--- config.mk ---
export PLATFORM = sky130hd
export DESIGN_NAME = wsc_top
export DESIGN_NICKNAME = d
export VERILOG_FILES = /design/src/verilog/wsc_pkg.sv /design/src/verilog/wsc_clk_gate.sv /design/src/verilog/wsc_top.sv
export VERILOG_INCLUDE_DIRS = /design/src /design/src/verilog
export SDC_FILE = /design/constraint.sdc
export NUM_CORES = 1
export LEC_CHECK = 0
export ABC_AREA = 1
export ABC_CLOCK_PERIOD_IN_PS = 1500
export BUFFER_PORTS_ARGS = -buffer_cell sky130_fd_sc_hd__buf_2
export CORE_MARGIN = 2
export CORE_UTILIZATION = 35
export DETAILED_ROUTE_END_ITERATION = 6
export PLACE_DENSITY = 0.77
export SYNTH_ARGS = -nofsm -noshare
export SYNTH_HDL_FRONTEND = slang
export SYNTH_SLANG_ARGS = --single-unit
--- constraint.sdc ---
create_clock -name ref_clk -period 1.5 [get_ports ref_clk]
set_input_delay 0.3 -clock ref_clk [delete_from_list [all_inputs] [get_ports ref_clk]]
set_output_delay 0.3 -clock ref_clk [all_outputs]
set_load 0.05 [all_outputs]
--- src/verilog/wsc_regs.svh ---
// Register offsets, field positions, reset values and the base address window
// for the wake and system-bus configuration register bank.
// Assumes inclusion by bare name from the register bank design file.
// Function
// - F0 bit 0 reports the slow clock input as absent (1) or present (0).
// - F0 bit 1 turns the wake-on-key logic off when one; zero keeps it on.
// - While that logic is off, its 32 kHz clock is blocked from reaching it.
// - Steering 00 lets parallel port mode bits govern floppy; select pin ignored.
// - Steering 01 with select pin low: drive 0 dedicated, drive 1 on port.
// - Steering 10 with pin low puts both drives on port; 11 is reserved.
// - Base address is hi[3:0] to bits 11:8, lo[7:3] to 7:3, rest zero.
`ifndef WSC_REGS_SVH
`define WSC_REGS_SVH

// Register indices; the byte address on the bus is four times the index.
`define WSC_IDX_SMB_HIGH 8'h60
`define WSC_IDX_SMB_LOW 8'h61
`define WSC_IDX_SLOW_CLK 8'hf0
`define WSC_IDX_STEER 8'hf1

`define WSC_BIT_ABSENT 0
`define WSC_BIT_KEY_OFF 1
`define WSC_STEER_LSB 0
`define WSC_STEER_MSB 1
`define WSC_HIGH_MSB 3
`define WSC_LOW_LSB 3

`define WSC_RST_SMB_HIGH 8'h00
`define WSC_RST_SMB_LOW 8'h00
`define WSC_RST_SLOW_CLK 8'h00
`define WSC_RST_STEER 8'h00

// Programmable base address window that software must stay inside.
`define WSC_BASE_MIN 16'h0100
`define WSC_BASE_MAX 16'h0ff8

`endif

--- src/verilog/wsc_pkg.sv ---
// Types shared by the register bank and its clock gate.
// Assumes the constants header is on the include path.
`default_nettype none

package wsc_pkg;

	typedef enum logic [1:0] {
		WSC_STEER_MODE_BITS = 2'b00,
		WSC_STEER_PIN_SPLIT = 2'b01,
		WSC_STEER_PIN_BOTH = 2'b10,
		WSC_STEER_RESERVED = 2'b11
	} wsc_steer_type;

	// Classic bus request from the master.
	typedef struct packed {
		logic cyc;
		logic stb;
		logic we;
		logic [11:0] adr;
		logic [3:0] sel;
		logic [31:0] dat;
	} wsc_wb_req_type;

	// Slave answer.
	typedef struct packed {
		logic ack;
		logic [31:0] dat;
	} wsc_wb_rsp_type;

	// Floppy drive placement seen by the port multiplexers.
	typedef struct packed {
		logic floppy_on_port;
		logic drive0_on_port;
		logic drive1_on_port;
	} wsc_route_type;

endpackage

`default_nettype wire

--- src/verilog/wsc_clk_gate.sv ---
// Gate for the 32 kHz clock that feeds the wake-on-key logic.
// Assumes slow_clock_input is sampled as a synchronous level on ref_clk.
`timescale 1ns/1ps
`default_nettype none

module wsc_clk_gate (
	input wire logic ref_clk, // System clock.
	input wire logic rst_b, // Synchronous reset, active low.
	input wire logic slow_clock_input, // Raw 32 kHz input level.
	input wire logic gate_on, // High lets the slow clock through.
	output logic gated_slow_clock // Slow clock as seen by the key logic.
);
	import wsc_pkg::*;

	typedef struct packed {
		logic out;
	} wsc_gate_state_type;

	wsc_gate_state_type state_q, state_d;

	// The gate is a flop, not an AND gate, so turning it off mid-phase
	// cannot cut a runt pulse onto the key logic's clock.
	always_comb begin
		state_d = state_q;
		state_d.out = slow_clock_input & gate_on;
	end

	always_ff @(posedge ref_clk) begin
		if (!rst_b) begin
			state_q <= '0;
		end else begin
			state_q <= state_d;
		end
	end

	assign gated_slow_clock = state_q.out;

endmodule

`default_nettype wire

--- src/verilog/wsc_top.sv ---
// Configuration register bank for the wake runtime logic and the
// system-bus controller base address, reached over classic Wishbone.
// Assumes one clock, a synchronous active-low reset, and that all pin
// inputs are already synchronous to ref_clk.
`timescale 1ns/1ps
`default_nettype none
`include "wsc_regs.svh"

module wsc_top (
	input wire logic ref_clk, // 20 MHz system clock.
	input wire logic rst_b, // Synchronous reset, active low.
	input wire logic wb_cyc_i, // Bus cycle.
	input wire logic wb_stb_i, // Bus strobe.
	input wire logic wb_we_i, // Write when high.
	input wire logic [11:0] wb_adr_i, // Byte address.
	input wire logic [3:0] wb_sel_i, // Byte lane selects.
	input wire logic [31:0] wb_dat_i, // Write data.
	output logic wb_ack_o, // Acknowledge.
	output logic [31:0] wb_dat_o, // Read data.
	input wire logic slow_clock_input, // 32 kHz clock pin level.
	input wire logic floppy_port_select_pin, // External select, low active.
	input wire logic [1:0] pp_mode_drive_on_port, // Mode bits, per drive.
	output logic slow_clock_absent_flag, // Software says no slow clock.
	output logic wake_key_logic_off, // Wake-on-key logic disabled.
	output logic gated_slow_clock, // Slow clock to wake-on-key logic.
	output logic floppy_on_port, // Floppy uses parallel port pins.
	output logic drive0_on_port, // Drive 0 on parallel port pins.
	output logic drive1_on_port, // Drive 1 on parallel port pins.
	output logic [15:0] smbus_base_addr, // Decoded base address.
	output logic smbus_base_in_range // Base inside the legal window.
);
	import wsc_pkg::*;

	typedef struct packed {
		wsc_wb_rsp_type rsp;
		logic absent;
		logic key_off;
		wsc_steer_type steer;
		logic [3:0] base_high;
		logic [4:0] base_low;
		logic [15:0] base;
		logic base_ok;
		wsc_route_type route;
	} wsc_state_type;

	wsc_state_type state_q, state_d;
	wsc_wb_req_type req;
	logic [7:0] idx;
	logic addr_ok;
	logic access;
	logic wr_byte0;
	logic [15:0] base_next;

	// Reset bytes kept whole so the field slices below stay tied to them.
	localparam logic [7:0] rst_slow_clk = `WSC_RST_SLOW_CLK;
	localparam logic [7:0] rst_steer = `WSC_RST_STEER;
	localparam logic [7:0] rst_smb_high = `WSC_RST_SMB_HIGH;
	localparam logic [7:0] rst_smb_low = `WSC_RST_SMB_LOW;

	// Assembles the bus-visible base; only the programmable bits survive.
	function automatic logic [15:0] base_of(
		input logic [3:0] high,
		input logic [4:0] low
	);
		base_of = {4'h0, high, low, 3'h0};
	endfunction

	// Checks a register index against one wanted register index.
	function automatic logic hit(
		input logic [7:0] index,
		input logic [7:0] want
	);
		hit = (index == want);
	endfunction

	// Drive placement for a steering mode and the select pin level.
	function automatic wsc_route_type route_of(
		input wsc_steer_type mode,
		input logic pin,
		input logic [1:0] mode_bits
	);
		route_of = '0;
		unique case (mode)
			WSC_STEER_MODE_BITS: begin
				// The select pin is not looked at in this mode.
				route_of.drive0_on_port = mode_bits[0];
				route_of.drive1_on_port = mode_bits[1];
			end
			WSC_STEER_PIN_SPLIT: begin
				// Inverted: a low pin claims the port.
				route_of.drive0_on_port = 1'b0;
				route_of.drive1_on_port = ~pin;
			end
			WSC_STEER_PIN_BOTH: begin
				route_of.drive0_on_port = ~pin;
				route_of.drive1_on_port = ~pin;
			end
			WSC_STEER_RESERVED: begin
				// Software must not use this code; keep the port for
				// printing so a bad write cannot grab the pins.
				route_of.drive0_on_port = 1'b0;
				route_of.drive1_on_port = 1'b0;
			end
		endcase
		route_of.floppy_on_port = route_of.drive0_on_port |
			route_of.drive1_on_port;
	endfunction

	// Read-back word for one index; bits with no storage stay zero.
	function automatic logic [31:0] read_back(
		input logic [7:0] index,
		input wsc_state_type s
	);
		read_back = 32'h0;
		if (hit(index, `WSC_IDX_SLOW_CLK)) begin
			read_back[`WSC_BIT_ABSENT] = s.absent;
			read_back[`WSC_BIT_KEY_OFF] = s.key_off;
		end else if (hit(index, `WSC_IDX_STEER)) begin
			read_back[`WSC_STEER_MSB:`WSC_STEER_LSB] = s.steer;
		end else if (hit(index, `WSC_IDX_SMB_HIGH)) begin
			read_back[`WSC_HIGH_MSB:0] = s.base_high;
		end else if (hit(index, `WSC_IDX_SMB_LOW)) begin
			read_back[7:`WSC_LOW_LSB] = s.base_low;
		end
	endfunction

	// Applies a lane-0 write; bits with no storage are dropped.
	function automatic wsc_state_type write_into(
		input wsc_state_type s,
		input logic [7:0] index,
		input logic [7:0] data
	);
		write_into = s;
		if (hit(index, `WSC_IDX_SLOW_CLK)) begin
			write_into.absent = data[`WSC_BIT_ABSENT];
			write_into.key_off = data[`WSC_BIT_KEY_OFF];
		end else if (hit(index, `WSC_IDX_STEER)) begin
			write_into.steer = wsc_steer_type'(
				data[`WSC_STEER_MSB:`WSC_STEER_LSB]);
		end else if (hit(index, `WSC_IDX_SMB_HIGH)) begin
			write_into.base_high = data[`WSC_HIGH_MSB:0];
		end else if (hit(index, `WSC_IDX_SMB_LOW)) begin
			write_into.base_low = data[7:`WSC_LOW_LSB];
		end
	endfunction

	always_comb begin
		req.cyc = wb_cyc_i;
		req.stb = wb_stb_i;
		req.we = wb_we_i;
		req.adr = wb_adr_i;
		req.sel = wb_sel_i;
		req.dat = wb_dat_i;
	end

	// Each register takes one aligned word; the index sits in bits 9:2.
	assign idx = req.adr[9:2];
	assign addr_ok = (req.adr[11:10] == 2'h0) && (req.adr[1:0] == 2'h0);
	assign access = req.cyc & req.stb & ~state_q.rsp.ack;
	assign wr_byte0 = access & req.we & req.sel[0] & addr_ok;
	assign base_next = base_of(state_q.base_high, state_q.base_low);

	always_comb begin
		state_d = state_q;

		// One ack per request; it drops the cycle after it is given so a
		// master that holds stb for one more edge is not answered twice.
		state_d.rsp.ack = access;
		state_d.rsp.dat = 32'h0;

		if (access && !req.we && addr_ok) begin
			state_d.rsp.dat = read_back(idx, state_q);
		end

		// Unmapped or misaligned writes are acknowledged and dropped.
		if (wr_byte0) begin
			state_d = write_into(state_d, idx, req.dat[7:0]);
		end

		// The decoded base follows the stored bytes one cycle later.
		state_d.base = base_next;
		state_d.base_ok = (base_next >= `WSC_BASE_MIN) &&
			(base_next <= `WSC_BASE_MAX);

		state_d.route = route_of(state_q.steer, floppy_port_select_pin,
			pp_mode_drive_on_port);
	end

	always_ff @(posedge ref_clk) begin
		if (!rst_b) begin
			state_q.rsp <= '0;
			state_q.absent <= rst_slow_clk[`WSC_BIT_ABSENT];
			state_q.key_off <= rst_slow_clk[`WSC_BIT_KEY_OFF];
			state_q.steer <= wsc_steer_type'(
				rst_steer[`WSC_STEER_MSB:`WSC_STEER_LSB]);
			state_q.base_high <= rst_smb_high[`WSC_HIGH_MSB:0];
			state_q.base_low <= rst_smb_low[7:`WSC_LOW_LSB];
			state_q.base <= 16'h0000;
			state_q.base_ok <= 1'b0;
			state_q.route <= '0;
		end else begin
			state_q <= state_d;
		end
	end

	// Slow clock is held off while the key logic is off, so that logic
	// sees no edges and burns no switching power.
	wsc_clk_gate wsc_clk_gate_i (
		.ref_clk(ref_clk),
		.rst_b(rst_b),
		.slow_clock_input(slow_clock_input),
		.gate_on(~state_q.key_off),
		.gated_slow_clock(gated_slow_clock)
	);

	assign wb_ack_o = state_q.rsp.ack;
	assign wb_dat_o = state_q.rsp.dat;
	assign slow_clock_absent_flag = state_q.absent;
	assign wake_key_logic_off = state_q.key_off;
	assign floppy_on_port = state_q.route.floppy_on_port;
	assign drive0_on_port = state_q.route.drive0_on_port;
	assign drive1_on_port = state_q.route.drive1_on_port;
	assign smbus_base_addr = state_q.base;
	assign smbus_base_in_range = state_q.base_ok;

endmodule

`default_nettype wire

==> results.yml <==
synthesis:
  synth_adder_area_share_pct: 0
  synthTopCellsByCount: "buf_4 (48), nand2_1 (46), dfxtp_1 (36), nor2_1 (35), inv_1 (29)"
  synth_area_per_cell_um2: 7.543
  synth.yosys.seq_area_share_pct: 39.48
  synth.area.mux_share_pct: 0
  synth-compound-area-share_pct: 3.496
  synth_edf_count: 0
  post-synth-top-area-fraction_pct: 39.48
  synthSimpleGateAreaFrac_pct: 29.20
  synth_top_family_by_area: "simple AND/OR/NAND/NOR gates"
  async_reset_ff_share_pct: 0
  yosys_warnings: 0
  synth_xor_area_share_pct: 0
  netlist_area_mm2: 0.001826
  yosysTopAreaCell: "dfxtp_1"
  synth_cells: 242
  yosysMostFrequentCell: "buf_4"
  synth_seq_cells: 36
  synth_area_leaders: "dfxtp_1 (39%), buf_4 (20%), nand2_1 (9.5%)"
  synth_flop_cell: "dfxtp_1"
  yosysUniqueCellTypes: 26
timing:
  timing.final.ws_setup_ps: 229.7
  finalSetupViolCount: 0
  slew_violations: 0
  max_freq_ghz: 0.7872
  hold_viol: 0
  finalSetupTns_ps: 0
  fin_crit_ps: 1270
  rsz0062_at_grt: "false"
  post-route-period-util_pct: 84.69
  clock_skew_ps: 9.693
grt:
  grt_max_degree: 25
  grt_pass1_vias: 1118
  antenna_found_initial: 0
  grt_pass1_wl_mm: 4.864
  overflow: 0
  grt.total_usage_pct: 10.66
power:
  leakage_nw: 1.110
  p_per_area_mw_per_mm2: 969.1
  clkPwrFrac_pct: 35.4
  ir_drop_v: 0.0003158
  intPower_mw: 1.378
  pwr-share-comb_pct: 15.3
  switching_share_pct: 29.64
  pwr-share-seq_pct: 49.3
  p_switching_mw: 0.5804
drt:
  vias: 1357
  wl_mm: 3.065
  avgViaCountPerCell: 3.844
  drtIter0Drc: 66
  drc: 0
  wl_per_cell_um: 8.683
  ant_nets: 0
  firstDrtPassIters: 4
finish:
  drive_above_1_share_pct: 28.62
  finalNonFillerCells: 353
  nets: 339
  fill_cells: 543
  syn2layout_area_growth_pct: 10.69
  diodes: 0
clocking:
  cts_sinks: 36
  cts_tree: "built"
  post_cts_buffers: 0
  clk_pin_slew_ps: 70
  ctsResizeCount: 0
  cts-buffers-inserted: 5
  hold_buffers: 0
  htree_levels: 2
  clockRootBuffer: "clkbuf_8"
  cts_max_path_buffers: 2
  clkLatencyLatePin_ps: 290
worst_hold_path:
  hold_path_class: "input pin to flop"
  worstHoldPathCells: 3
  worstHoldEndpoint: "base_next[10]"
  min-delay-start: "wb_dat_i[2]"
setup_path:
  max_stage_delay_ps: 340
  crit_slowest_cell: "nor2_4"
  cp.arrival_ps: 1450
  worst_ep_required_time_ps: 1680
  r2r-start: "wb_ack_o"
  regToRegEndpoint: "wake_key_logic_off"
  critical_path_class: "flop to flop"
  path_cells: "inv_1, nand3_1, nor2_4, nand2_2, nor2_1, nor2_1"
  r2r_setup_slack_ps: 230
  critPathCaptureType: "flop"
  crit_fanout: 13
  cp_common_cell: "nor2_1"
  startpoint_type: "flop"
  worstRegToRegCells: 6
flow_run:
  drv_cap: 0
floorplanning:
  rows: 26
  ioPinCount: 113
  dieArea_mm2: 0.005809
  initial_core_util_pct: 35.97
  die_w_um: 76.22
  die_y_um: 76.22
  core_mm2: 0.005075
outcome:
  status: "completed"
place:
  placed_cells: 345
  io_buffers: 54
  place_hpwl_mm: 2.419
  pre_cts_ws_ps: 135.1
  place.gp.congestion: 0.7901
## through the flow
step / hold WS (ps) / power, mW / utilization (%) / area [µm²]
floorplan: 407.1 / 1.288 / - / 1938
global placement: 422.8 / 1.283 / 37.99 / 1928
detailed placement: 427.8 / 1.285 / 37.99 / 1928
CTS: 235.9 / 1.974 / 39.82 / 2021
global route: 252.5 / 2.032 / 39.82 / 2021
finish: 237.7 / 1.958 / 39.82 / 2021
## metal layers
metal	wire, µm	track usage (%)
met1	1273	11.74
met2	1412	16.55
met3	309	4.976
met4	69	6.727
met5	0	0
## flip-flops by register name, summed over array words and instances, names as in the netlist
register and cells:
base_next 9, smbus_base_addr 9, wb_dat_o 8, state_q 2
drive0_on_port 1, drive1_on_port 1, floppy_on_port 1, slow_clock_absent_flag 1
smbus_base_in_range 1, wake_key_logic_off 1, wb_ack_o 1, wsc_clk_gate_i.gated_slow_clock 1
## power groups by stage
stage / combinational (mW) / clock, mW / sequential (mW)
floorplan: 0.275 / 0 / 1.01
global placement: 0.297 / 0 / 0.986
detailed placement: 0.299 / 0 / 0.986
CTS: 0.299 / 0.710 / 0.965
global route: 0.314 / 0.753 / 0.965
finish: 0.299 / 0.694 / 0.965
## placed cells by master, fill, tap and decap left out, types with 2 or more instances in the layout
master    netlist  layout
clkbuf_8        0       6
nand2_1        46      46
nor2_1         35      35
inv_1          29      29
nand3b_1        5       5
conb_1          1      31
nor2_4          3       3
buf_2           1      54
a21oi_1         7       7
nand2_2         4       4
nor2_2          5       5
clkinv_2        0       2
dfxtp_1        36      36
nand3_1         8       8
## worst max path at each step
stage | startpoint | to | slack, ps | cells past startpoint
after global routing | wb_ack_o | base_next[10] | 110 | 7
after floorplan | wb_ack_o | base_next[3] | 160 | 6
after CTS | wb_ack_o | wake_key_logic_off | 230 | 6
after detailed placement | wb_adr_i[11] | base_next[9] | 140 | 7
final | wb_ack_o | wake_key_logic_off | 230 | 6
after global placement | wb_adr_i[11] | base_next[8] | 190 | 7
## final cells by class
type / instances / area [µm²] / share of cell area [%]
flip-flops and latches: 36 / 720.7 / 35.67
multi-input cells: 154 / 713.2 / 35.29
repair buffers: 56 / 297.8 / 14.74
inverters: 29 / 108.9 / 5.387
well taps: 70 / 87.58 / 4.334
clock buffers: 6 / 82.58 / 4.087
clock inverters: 2 / 10.01 / 0.4954
## critical path: cells and delay by family, from the launching register on
| family | cells | cell delay [ps] |
|---|---|---|
| buf+inv | 1 | 80 |
| flops | 1 | 310 |
| simple gates | 5 | 770 |
## kinds of logic (layout without fill, tap and decap cells)
family	after synthesis	count (layout)
compound gates	11	11
buf+inv	82	93
flops	36	36
other cells	1	31
simple gates	112	112
No activity file was read; power rests on OpenSTA's default activity.
